--- src/core/emb_pkg.sv ---
// Shared constants for the external memory bus sequencer and its port unit.
package emb_pkg;

    // ------------------------------------------------------------------
    // Clock and the oscillator period
    // ------------------------------------------------------------------
    // Period of the clock input in nanoseconds (10 MHz).
    localparam int CLK_PERIOD_NS = 100;
    // One oscillator period in nanoseconds; every bus phase counts in these.
    localparam int TCP_NS = 100;
    // Clock cycles per oscillator period, never below one.
    localparam int TCP_CYCLES = (TCP_NS / CLK_PERIOD_NS) < 1 ? 1 : (TCP_NS / CLK_PERIOD_NS);

    // ------------------------------------------------------------------
    // Bus cycle phase marks, in oscillator periods from cycle start
    // ------------------------------------------------------------------
    // Width of the phase counter.
    localparam int PH_W = 4;
    // Address latch strobe falls at this count (high for two periods).
    localparam logic [PH_W-1:0] PH_ALE_FALL = 4'(2 * TCP_CYCLES);
    // Address leaves the muxed port at this count (one period of hold).
    localparam logic [PH_W-1:0] PH_ADDR_OFF = 4'(3 * TCP_CYCLES);
    // Program read strobe low window: falls and rises at these counts.
    localparam logic [PH_W-1:0] PH_PRS_LOW = 4'(3 * TCP_CYCLES);
    localparam logic [PH_W-1:0] PH_PRS_HIGH = 4'(6 * TCP_CYCLES);
    // Last count of a code fetch; one period lets the memory release the port.
    localparam logic [PH_W-1:0] PH_FETCH_LAST = 4'(6 * TCP_CYCLES);
    // Data read or write strobe low window.
    localparam logic [PH_W-1:0] PH_DST_LOW = 4'(5 * TCP_CYCLES);
    localparam logic [PH_W-1:0] PH_DST_HIGH = 4'(11 * TCP_CYCLES);
    // Last count of a data cycle; two periods after the strobe rises.
    localparam logic [PH_W-1:0] PH_DATA_LAST = 4'(12 * TCP_CYCLES);

    // ------------------------------------------------------------------
    // Machine states for port access
    // ------------------------------------------------------------------
    // Width of the phase counter that runs through six states of two phases.
    localparam int MS_W = 4;
    // Last phase index of a machine cycle (twelve phases).
    localparam logic [MS_W-1:0] MS_LAST = 4'hb;
    // Index of the fifth state's second phase, where ports are sampled.
    localparam logic [MS_W-1:0] MS_FIFTH_SECOND = 4'h9;
    // Index of the sixth state's second phase, at whose end ports update.
    localparam logic [MS_W-1:0] MS_SIXTH_SECOND = 4'hb;
    // Reset value of port outputs (released high, as after reset).
    localparam logic [7:0] PORT_RESET = 8'hff;

    // ------------------------------------------------------------------
    // Request kinds and sequencer states
    // ------------------------------------------------------------------
    typedef enum logic [1:0]
    {
        EMB_CODE_FETCH = 2'h0,
        EMB_DATA_READ = 2'h1,
        EMB_DATA_WRITE = 2'h2
    } emb_kind_t;

    typedef enum {EMB_IDLE, EMB_FETCH, EMB_DREAD, EMB_DWRITE} emb_state_t;

endpackage

--- src/core/emb_bus_sequencer.sv ---
// External bus sequencer: code fetch, data read, data write and port access.
`timescale 1ns/1ps
module emb_bus_sequencer
    import emb_pkg::*;
#(
    parameter int PORT_W = 8
)
(
    input wire logic clock,
    input wire logic rst_n,
    input wire logic req_valid,
    output logic req_ready,
    input wire logic [1:0] req_kind,
    input wire logic [15:0] req_addr,
    input wire logic [7:0] req_wdata,
    output logic rsp_valid,
    output logic [7:0] rsp_data,
    output logic address_latch_strobe,
    output logic program_read_strobe_n,
    output logic data_read_strobe_n,
    output logic data_write_strobe_n,
    input wire logic [7:0] muxed_low_address_data_port_in,
    output logic [7:0] muxed_low_address_data_port_out,
    output logic muxed_low_address_data_port_oe,
    output logic [7:0] high_address_port,
    input wire logic [PORT_W-1:0] gen_port_pins_in,
    output logic [PORT_W-1:0] gen_port_pins_out,
    input wire logic [PORT_W-1:0] gen_port_wdata,
    input wire logic gen_port_wr,
    output logic [PORT_W-1:0] gen_port_rdata,
    output logic fifth_state_second_phase,
    output logic sixth_state_second_phase
);

    // ------------------------------------------------------------------
    // Helpers
    // ------------------------------------------------------------------
    // True while a count lies in the half-open window [lo, hi).
    function automatic logic in_window(input logic [PH_W-1:0] n,
                                       input logic [PH_W-1:0] lo,
                                       input logic [PH_W-1:0] hi);
        in_window = (n >= lo) && (n < hi);
    endfunction

    // ------------------------------------------------------------------
    // Sequencer state
    // ------------------------------------------------------------------
    // Current bus cycle kind, or idle.
    emb_state_t state_reg;
    emb_state_t state_next;
    // Oscillator periods elapsed since the cycle began.
    logic [PH_W-1:0] cnt_reg;
    logic [PH_W-1:0] cnt_next;
    // Count that the next edge will hold; strobes are decoded from it so
    // that every pin comes straight out of a flip-flop.
    logic [PH_W-1:0] cnt_inc;
    // Write data of the current cycle.
    logic [7:0] wdata_reg;
    logic [7:0] wdata_next;
    // Pin registers.
    logic ale_reg;
    logic ale_next;
    logic prs_n_reg;
    logic prs_n_next;
    logic drs_n_reg;
    logic drs_n_next;
    logic dws_n_reg;
    logic dws_n_next;
    logic [7:0] mux_out_reg;
    logic [7:0] mux_out_next;
    logic mux_oe_reg;
    logic mux_oe_next;
    logic [7:0] high_reg;
    logic [7:0] high_next;
    // Answer registers.
    logic rsp_valid_reg;
    logic rsp_valid_next;
    logic [7:0] rsp_data_reg;
    logic [7:0] rsp_data_next;

    assign cnt_inc = cnt_reg + 1'b1;
    // A new request is taken only between bus cycles.
    assign req_ready = (state_reg == EMB_IDLE);
    assign address_latch_strobe = ale_reg;
    assign program_read_strobe_n = prs_n_reg;
    assign data_read_strobe_n = drs_n_reg;
    assign data_write_strobe_n = dws_n_reg;
    assign muxed_low_address_data_port_out = mux_out_reg;
    assign muxed_low_address_data_port_oe = mux_oe_reg;
    assign high_address_port = high_reg;
    assign rsp_valid = rsp_valid_reg;
    assign rsp_data = rsp_data_reg;

    // ------------------------------------------------------------------
    // Next-state logic
    // ------------------------------------------------------------------
    // The sequencer is purely edge counted; it has no timer that runs on
    // its own, so a halted clock simply freezes the cycle in place.
    always_comb
    begin
        state_next = state_reg;
        cnt_next = cnt_reg;
        wdata_next = wdata_reg;
        ale_next = ale_reg;
        prs_n_next = prs_n_reg;
        drs_n_next = drs_n_reg;
        dws_n_next = dws_n_reg;
        mux_out_next = mux_out_reg;
        mux_oe_next = mux_oe_reg;
        high_next = high_reg;
        rsp_valid_next = 1'b0;
        rsp_data_next = rsp_data_reg;
        case (state_reg)
            EMB_IDLE:
            begin
                // Address goes out with the latch strobe rising; it stays two
                // periods before the latch falls, more than the one needed.
                if (req_valid)
                begin
                    cnt_next = '0;
                    wdata_next = req_wdata;
                    ale_next = 1'b1;
                    mux_out_next = req_addr[7:0];
                    mux_oe_next = 1'b1;
                    high_next = req_addr[15:8];
                    case (req_kind)
                        EMB_DATA_READ: state_next = EMB_DREAD;
                        EMB_DATA_WRITE: state_next = EMB_DWRITE;
                        default: state_next = EMB_FETCH;
                    endcase
                end
                else
                begin
                    mux_oe_next = 1'b0;
                end
            end
            EMB_FETCH:
            begin
                cnt_next = cnt_inc;
                ale_next = (cnt_inc < PH_ALE_FALL);
                // Address held one period past the latch, then the port
                // floats for the memory; its value and the high port stay put.
                mux_oe_next = (cnt_inc < PH_ADDR_OFF);
                prs_n_next = !in_window(cnt_inc, PH_PRS_LOW, PH_PRS_HIGH);
                // The byte is taken on the same edge that raises the strobe,
                // so it is inside before the strobe is seen high.
                if (cnt_inc == PH_PRS_HIGH)
                begin
                    rsp_data_next = muxed_low_address_data_port_in;
                end
                // One idle period after the strobe leaves room for the
                // memory to release the port before the next address.
                if (cnt_reg == PH_FETCH_LAST)
                begin
                    state_next = EMB_IDLE;
                    rsp_valid_next = 1'b1;
                end
            end
            EMB_DREAD:
            begin
                cnt_next = cnt_inc;
                ale_next = (cnt_inc < PH_ALE_FALL);
                mux_oe_next = (cnt_inc < PH_ADDR_OFF);
                drs_n_next = !in_window(cnt_inc, PH_DST_LOW, PH_DST_HIGH);
                if (cnt_inc == PH_DST_HIGH)
                begin
                    rsp_data_next = muxed_low_address_data_port_in;
                end
                // Two periods after the strobe let the memory float the port.
                if (cnt_reg == PH_DATA_LAST)
                begin
                    state_next = EMB_IDLE;
                    rsp_valid_next = 1'b1;
                end
            end
            EMB_DWRITE:
            begin
                cnt_next = cnt_inc;
                ale_next = (cnt_inc < PH_ALE_FALL);
                // Address held one period, then write data two periods
                // ahead of the strobe; the port stays driven to the end.
                if (cnt_inc == PH_ADDR_OFF)
                begin
                    mux_out_next = wdata_reg;
                end
                dws_n_next = !in_window(cnt_inc, PH_DST_LOW, PH_DST_HIGH);
                // Data remains until the last count, two periods after the rise.
                if (cnt_reg == PH_DATA_LAST)
                begin
                    state_next = EMB_IDLE;
                    mux_oe_next = 1'b0;
                    rsp_valid_next = 1'b1;
                end
            end
            default:
            begin
                state_next = EMB_IDLE;
            end
        endcase
    end

    // ------------------------------------------------------------------
    // Registers
    // ------------------------------------------------------------------
    // Strobes reset inactive and the muxed port floats.
    always_ff @(posedge clock or negedge rst_n)
    begin
        if (!rst_n)
        begin
            state_reg <= EMB_IDLE;
            cnt_reg <= '0;
            wdata_reg <= '0;
            ale_reg <= 1'b0;
            prs_n_reg <= 1'b1;
            drs_n_reg <= 1'b1;
            dws_n_reg <= 1'b1;
            mux_out_reg <= '0;
            mux_oe_reg <= 1'b0;
            high_reg <= '0;
            rsp_valid_reg <= 1'b0;
            rsp_data_reg <= '0;
        end
        else
        begin
            state_reg <= state_next;
            cnt_reg <= cnt_next;
            wdata_reg <= wdata_next;
            ale_reg <= ale_next;
            prs_n_reg <= prs_n_next;
            drs_n_reg <= drs_n_next;
            dws_n_reg <= dws_n_next;
            mux_out_reg <= mux_out_next;
            mux_oe_reg <= mux_oe_next;
            high_reg <= high_next;
            rsp_valid_reg <= rsp_valid_next;
            rsp_data_reg <= rsp_data_next;
        end
    end

    // ------------------------------------------------------------------
    // Port access
    // ------------------------------------------------------------------
    // Port pins run on their own machine-state grid, independent of bus use.
    emb_port_unit #(
        .WIDTH(PORT_W)
    ) u_port (
        .clock(clock),
        .rst_n(rst_n),
        .port_pins_in(gen_port_pins_in),
        .port_pins_out(gen_port_pins_out),
        .port_wdata(gen_port_wdata),
        .port_wr(gen_port_wr),
        .port_rdata(gen_port_rdata),
        .fifth_state_second_phase(fifth_state_second_phase),
        .sixth_state_second_phase(sixth_state_second_phase)
    );

endmodule // emb_bus_sequencer

--- src/core/emb_port_unit.sv ---
// General purpose port sampling and update on the machine state grid.
`timescale 1ns/1ps
module emb_port_unit
    import emb_pkg::*;
#(
    parameter int WIDTH = 8
)
(
    input wire logic clock,
    input wire logic rst_n,
    input wire logic [WIDTH-1:0] port_pins_in,
    output logic [WIDTH-1:0] port_pins_out,
    input wire logic [WIDTH-1:0] port_wdata,
    input wire logic port_wr,
    output logic [WIDTH-1:0] port_rdata,
    output logic fifth_state_second_phase,
    output logic sixth_state_second_phase
);

    // ------------------------------------------------------------------
    // State
    // ------------------------------------------------------------------
    // Two-stage synchroniser; the first stage feeds only the second.
    logic [WIDTH-1:0] sync1_reg;
    logic [WIDTH-1:0] sync2_reg;
    // Phase index within a machine cycle.
    logic [MS_W-1:0] phase_reg;
    logic [MS_W-1:0] phase_next;
    // Sampled port value as seen by the core.
    logic [WIDTH-1:0] rdata_reg;
    logic [WIDTH-1:0] rdata_next;
    // Pending write value and its flag, waiting for the update slot.
    logic [WIDTH-1:0] pend_reg;
    logic [WIDTH-1:0] pend_next;
    logic pend_valid_reg;
    logic pend_valid_next;
    // Driven port value.
    logic [WIDTH-1:0] out_reg;
    logic [WIDTH-1:0] out_next;

    assign fifth_state_second_phase = (phase_reg == MS_FIFTH_SECOND);
    assign sixth_state_second_phase = (phase_reg == MS_SIXTH_SECOND);
    assign port_rdata = rdata_reg;
    assign port_pins_out = out_reg;

    // ------------------------------------------------------------------
    // Next values
    // ------------------------------------------------------------------
    // Every value is held in flip-flops only, so a stopped clock loses nothing.
    always_comb
    begin
        phase_next = (phase_reg == MS_LAST) ? '0 : phase_reg + 1'b1;
        rdata_next = rdata_reg;
        pend_next = pend_reg;
        pend_valid_next = pend_valid_reg;
        out_next = out_reg;
        // Inputs are read only in the fifth state's second phase.
        if (fifth_state_second_phase)
        begin
            rdata_next = sync2_reg;
        end
        // A write arriving in the update slot is kept for the next one,
        // so the pins only ever change at the documented moment.
        if (sixth_state_second_phase && pend_valid_reg)
        begin
            out_next = pend_reg;
            pend_valid_next = 1'b0;
        end
        if (port_wr)
        begin
            pend_next = port_wdata;
            pend_valid_next = 1'b1;
        end
    end

    // ------------------------------------------------------------------
    // Registers
    // ------------------------------------------------------------------
    // Plain registering of the values computed above.
    always_ff @(posedge clock or negedge rst_n)
    begin
        if (!rst_n)
        begin
            sync1_reg <= '0;
            sync2_reg <= '0;
            phase_reg <= '0;
            rdata_reg <= '0;
            pend_reg <= '0;
            pend_valid_reg <= 1'b0;
            out_reg <= WIDTH'(PORT_RESET);
        end
        else
        begin
            sync1_reg <= port_pins_in;
            sync2_reg <= sync1_reg;
            phase_reg <= phase_next;
            rdata_reg <= rdata_next;
            pend_reg <= pend_next;
            pend_valid_reg <= pend_valid_next;
            out_reg <= out_next;
        end
    end

endmodule // emb_port_unit

--- config.mk ---
export PLATFORM = sky130hd
export DESIGN_NAME = emb_bus_sequencer
export DESIGN_NICKNAME = d
export VERILOG_FILES = /design/src/core/emb_pkg.sv /design/src/core/emb_bus_sequencer.sv /design/src/core/emb_port_unit.sv
export SDC_FILE = /design/constraint.sdc
export NUM_CORES = 1
export LEC_CHECK = 0
export BUFFER_PORTS_ARGS = -buffer_cell sky130_fd_sc_hd__buf_4
export CAP_MARGIN = 20
export CORE_MARGIN = 2
export CORE_UTILIZATION = 50
export CTS_CLUSTER_SIZE = 28
export DETAILED_ROUTE_END_ITERATION = 10
export MAX_ROUTING_LAYER = met4
export PLACE_DENSITY = 0.77
export RECOVER_POWER = 25
export SLEW_MARGIN = 30
export SYNTH_ARGS = -nofsm -noshare
export SYNTH_HDL_FRONTEND = slang
export SYNTH_SLANG_ARGS = --single-unit
--- constraint.sdc ---
create_clock -name clock -period 3 [get_ports clock]
set_input_delay 0.3 -clock clock [delete_from_list [all_inputs] [get_ports clock]]
set_output_delay 0.3 -clock clock [all_outputs]
set_load 0.05 [all_outputs]
# Yosys cells after proc, flatten, opt, wreduce, memory -nomap -nowiden
# Cells that the tools add are included.
classes:
  addsub: 2
  magnitude_cmp: 6
  eq_ne: 19
  n_mux: 24
  reduce_logical: 21
op_table:
  columns: ["operator", "count"]
  rows:
  - ["2-to-1 mux 32 bit", 3]
  - ["case mux 32 bit (3 select lines)", 1]
  - ["equality test 32 x 2 -> 1 bit (second input constant)", 2]
  - ["zero test 32 bit", 2]
  - ["equality test 32 x 1 -> 1 bit (second input constant)", 1]
  - ["2-to-1 mux 8 bit", 4]
  - ["case mux 8 bit (2 select lines)", 2]
  - ["equality test 4 bit (second input constant)", 4]
  - ["!= test 2 bit (second input constant)", 6]
  - ["AND reduction 3 bit", 3]
  - ["adder 4 x 1 -> 4 bit (second input constant)", 2]
  - ["equality test 4 x 3 -> 1 bit (second input constant)", 2]
  - ["less-than comparator 4 x 2 -> 1 bit (second input constant)", 2]
  - ["2-to-1 mux 4 bit", 2]
  - ["case mux 4 bit (2 select lines)", 1]
  - ["nonzero test 2 bit", 4]
  - ["2-to-1 mux 1 bit", 7]
  - ["AND reduction 2 bit", 3]
  - ["equality test 4 x 2 -> 1 bit (second input constant)", 1]
  - ["greater-or-equal comparator 4 x 2 -> 1 bit (second input constant)", 1]
  - ["greater-or-equal comparator 4 x 3 -> 1 bit (second input constant)", 1]
  - ["less-than comparator 4 x 3 -> 1 bit (second input constant)", 1]
  - ["less-than comparator 4 bit (second input constant)", 1]
  - ["case mux 1 bit (2 select lines)", 2]
  - ["other kinds (10)", 14]
word_totals:
  ff_bits: 119
  in_bits: 54
  output_inout_bits: 49

# Logic depth before layout (Yosys ltp)
logic_depth:
  ltp_word: 4
  depth_mapped: 8
  depth_no_buf: 7

# Hierarchy
# From an unflattened synthesis, not the netlist that was laid out.
hier_totals:
  hier_cells: 269
  hier_area_um2: 3808.7
by_module_without_submodules:
  columns: ["mod", "n_inst", "cells_each", "area_each_um2", "seq_area_each_um2"]
  rows:
  - ["emb_bus_sequencer", 1, 180, 2229.6, 1104.8]
  - ["emb_port_unit", 1, 89, 1579.0, 1136.1]

# Worst setup path before layout
# OpenSTA, ideal clock, no wires.
synth_path:
  path_kind: "reg-to-reg"
  startpoint: "register state_reg[0]"
  endpoint: "register high_reg[7] (netlist: high_address_port[7])"
  setup_ns: 0.125
  arrival_time_ns: 1.888
  t_required_ns: 2.875
  path_slack_ns: 0.987
  path_stages_with_launch: 6
  n_path_buf: 1
  period_less_slack_ns: 2.013
  cell_sequence: "dfrtp_1 inv_1 ha_1 nand2_1 buf_2 mux2_2"
synth_via:
  elab_chain_cells: 2
synth_lines:
  columns: ["item", "line", "text"]
  rows:
  - ["from (decl)", "emb_bus_sequencer.sv:49", "emb_state_t state_reg;"]
  - ["from (signal assigned)", "emb_bus_sequencer.sv:225", "state_reg <= state_next;"]
  - ["zero test 32 bit", "emb_bus_sequencer.sv:113", "case (state_reg)"]
  - ["AND reduction 2 bit (no source line)", null, null]
  - ["to (signal assigned)", "emb_bus_sequencer.sv:234", "high_reg <= high_next;"]
  - ["to (decl)", "emb_bus_sequencer.sv:73", "logic [7:0] high_reg;"]
# No other way between the ends.
# A chain may end at the register's enable or synchronous reset.

# Worst setup path in the final report
layout_path:
  startpoint: "register state_reg[0]"
  endpoint: "register mux_out_reg[1] (netlist: muxed_low_address_data_port_out[1])"
layout_via:
  elab_chain_cells: 3
layout_lines:
  columns: ["item", "line", "text"]
  rows:
  - ["equality test 32 x 2 -> 1 bit or zero test 32 bit (tied branches)", "emb_bus_sequencer.sv:113", null]
  - ["!= test 2 bit (no source line) or nonzero test 2 bit (tied branches)", null, null]
  - ["AND reduction 3 bit (no source line)", null, null]
  - ["to (signal assigned)", "emb_bus_sequencer.sv:232", "mux_out_reg <= mux_out_next;"]
  - ["to (decl)", "emb_bus_sequencer.sv:69", "logic [7:0] mux_out_reg;"]
# Several ways; a longest one is shown, not always the timed one.

==> results by group <==
Outcome
  • Outcome: finished with violations
  • Failing checks: capacitance limit, slew limit

Clock network
  • Hold Buf Count CTS: 0
  • CTS tree: done
  • Post_cts resized: 0
  • Root Buffer: clkbuf_8
  • Total CTS buffers: 9
  • Clock-pin slew on the worst setup and hold paths: 0.09 ns
  • Post-CTS Setup Inserts: 0
  • H-tree levels: 3
  • Worst-Skew Late Latency: 0.35 ns
  • Clock Sinks: 89
  • Clk buf depth: 2

Route
  • Initial DRC Count: 86
  • Routed WL: 7080 microns
  • Avg WL per Cell: 14.5 microns
  • Vias: 2488
  • Residual DRC: 0
  • Final antenna-violating net count: 0
  • DR vias/cell: 5.09
  • DRT Pass-1 Iters: 4

STA
  • Setup WS post-layout: 0.845 ns
  • Final setup violation count: 0
  • RSZ-0062 raised after global routing: false
  • Tcrit/Tclk final: 0.718
  • Final setup TNS: 0 ns
  • Final Hold Vio Count: 0
  • Clock Skew: 0.0117 ns
  • Relative slew slack: -0.377
  • WHS: 0.0694 ns
  • Worst-Margin Slew: 2.07 ns
  • Min Tclk post-route: 2.16 ns
  • Max Slew Vio Count: 90
  • Highest clock rate: 464 MHz

Setup path
  • Worst Setup EP: muxed_low_address_data_port_out[1]
  • Worst r2r src: state_reg[0]
  • Critical Path Slowest Stage Cell: ha_1
  • CP max FO: 22
  • CP cell instances: ha_1 > mux2i_1 > nor2_1 > buf_4 > o21a_1 > o221ai_1
  • Worst setup SP type: flip-flop
  • Critical path class: reg -> reg
  • R2R Path End: muxed_low_address_data_port_out[1]
  • CP Data Required Time: 3.19 ns
  • CP peak stage delay: 0.65 ns
  • Cell count of the worst reg-to-reg path: 6
  • Crit. End Element: flip-flop
  • Worst endpoint data arrival time: 2.35 ns
  • Flop-to-flop setup slack: 0.84 ns
  • Worst Setup SP: state_reg[0]

Yosys
  • Seq/Total Area, Yosys: 0.595
  • Synth warn: 0
  • Yosys cell types: 42
  • Post-synth ARST share: 1.00
  • Post-Syn Area per Cell: 13.5 sq um
  • Syn nets: 345
  • Flops & latches, synth: 89
  • Post-synth design cell area: 3770 sq um
  • Post-synth EDFFs: 0
  • Synth Flop Type: dfrtp_1
  • Cell count after synthesis: 278

Global route
  • Total congestion overflow: 0
  • Initial antenna violation count: 0
  • Largest net degree at the start of global routing: 90
  • First-pass GRT wire length: 11800 microns
  • Vias in the first global route: 2506
  • Overall routing resource usage: 0.188

Min path
  • Hold Path Class: in -> reg

Cells and area
  • Nets: 452
  • P&R area growth vs syn: 28.0%
  • Fraction of layout cells with a size suffix above 1: 0.487
  • # diodes: 0

Floorplanning
  • Core box area: 7290 sq um
  • Io pins: 103
  • Die Footprint: 8240 sq um
  • Die Wd: 90.8 microns
  • Die Y: 90.8 microns
  • Cell Rows: 31
  • Starting Density: 0.516

Place
  • Post-DP HPWL: 5140 microns
  • Final RePlAce weighted congestion: 0.782
  • Setup WS pre-CTS: 0.900 ns
  • Port Buf Inserts: 102

Power
  • Worst vdd ir: 0.000743 V
  • Total power: 4.97 mW
  • Power Density: 1030 nW/um^2
  • P_leak: 2.25 nW

Flow run
  • Max Cap Viol: 1
synth_stat cells (3+ instances only):
cell type	instances	area [sq um]
inv_1	20	75.1
o21ai_0	3	15.0
nor2b_1	3	18.8
buf_2	4	20.0
dfstp_2	11	289
mux2_2	44	495
nand2_1	23	86.3
o221ai_1	7	61.3
a21oi_1	7	35.0
dfrtp_1	78	1950
nand4_1	8	50.1
ha_1	13	163
mux2_4	8	120
clkbuf_1	3	11.3
nor2_1	10	37.5
cells by family (layout without fill, tap and decap cells):
family | count (synthesis) | in the layout | synth area share
DFF | 89 | 89 | 0.595
and+or+nand+nor | 59 | 59 | 0.0817
muxes | 54 | 54 | 0.169
AOI/OAI and AO/OA | 30 | 30 | 0.0588
buffers and inverters | 29 | 141 | 0.0332
adders and majority gates | 13 | 13 | 0.0432
xor gates and xnor gates | 4 | 4 | 0.0193
placed cells by master, fill, tap and decap left out, types with 3 or more instances in the layout:
| cell type | instances |
|---|---|
| buf_4 | 96 |
| dfrtp_1 | 78 |
| mux2_2 | 44 |
| nand2_1 | 23 |
| inv_1 | 20 |
| ha_1 | 13 |
| dfstp_2 | 11 |
| nor2_1 | 10 |
| clkbuf_8 | 9 |
| nand4_1 | 8 |
| mux2_4 | 8 |
| clkbuf_4 | 8 |
| a21oi_1 | 7 |
| o221ai_1 | 7 |
| nor2b_1 | 3 |
| o21ai_0 | 3 |
metrics by stage:
stage | utilization | instance area [sq um] | std cells
floorplan | - | 3770 | 278
global route | 0.661 | 4820 | 489
global placement | 0.635 | 4630 | 473
CTS | 0.662 | 4830 | 489
finish | 0.661 | 4820 | 489
detailed placement | 0.635 | 4630 | 473
where the power goes:
group / internal [mW] / switching, mW / total (mW)
Combinational: 0.892 / 1.47 / 2.36
Sequential: 1.55 / 0.248 / 1.80
Clock: 0.392 / 0.413 / 0.805
how the worst min path moves through the flow:
| stage | cells after the start | from | end |
|---|---|---|---|
| after detailed placement | 0 | u_port.sync1_reg[2] | u_port.sync2_reg[2] |
| after floorplan | 0 | rst_n | address_latch_strobe |
| final | 1 | gen_port_pins_in[6] | u_port.sync1_reg[6] |
| after global routing | 1 | gen_port_pins_in[6] | u_port.sync1_reg[6] |
| after CTS | 1 | rst_n | u_port.sync2_reg[6] |
| after global placement | 0 | u_port.sync1_reg[5] | u_port.sync2_reg[5] |
worst max-delay path, delay by kind of cell, from the launching register on:
kind	cells	cell delay, ns
buffers and inverters	1	0.21
multiplexers	1	0.16
flip-flops	1	0.39
adder cells (fa/ha/maj)	1	0.65
AO/OA/AOI/OAI	2	0.47
AND/OR/NAND/NOR	1	0.12
layer usage:
layer / part of all wire / global-route usage
met5: 0 / -
met4: 0.012 / 0.0530
met2: 0.49 / 0.293
met1: 0.44 / 0.243
met3: 0.058 / 0.0526
area by class of cell:
type	count	area [sq um]
Clock buffer	11	131
Clock inverter	5	63.8
Fill cell	557	2470
Inverter	20	75.1
Multi-Input combinational cell	160	1400
Sequential cell	89	2240
Tap cell	99	124
Timing Repair Buffer	105	786
(Power assumes the default switching activity.)
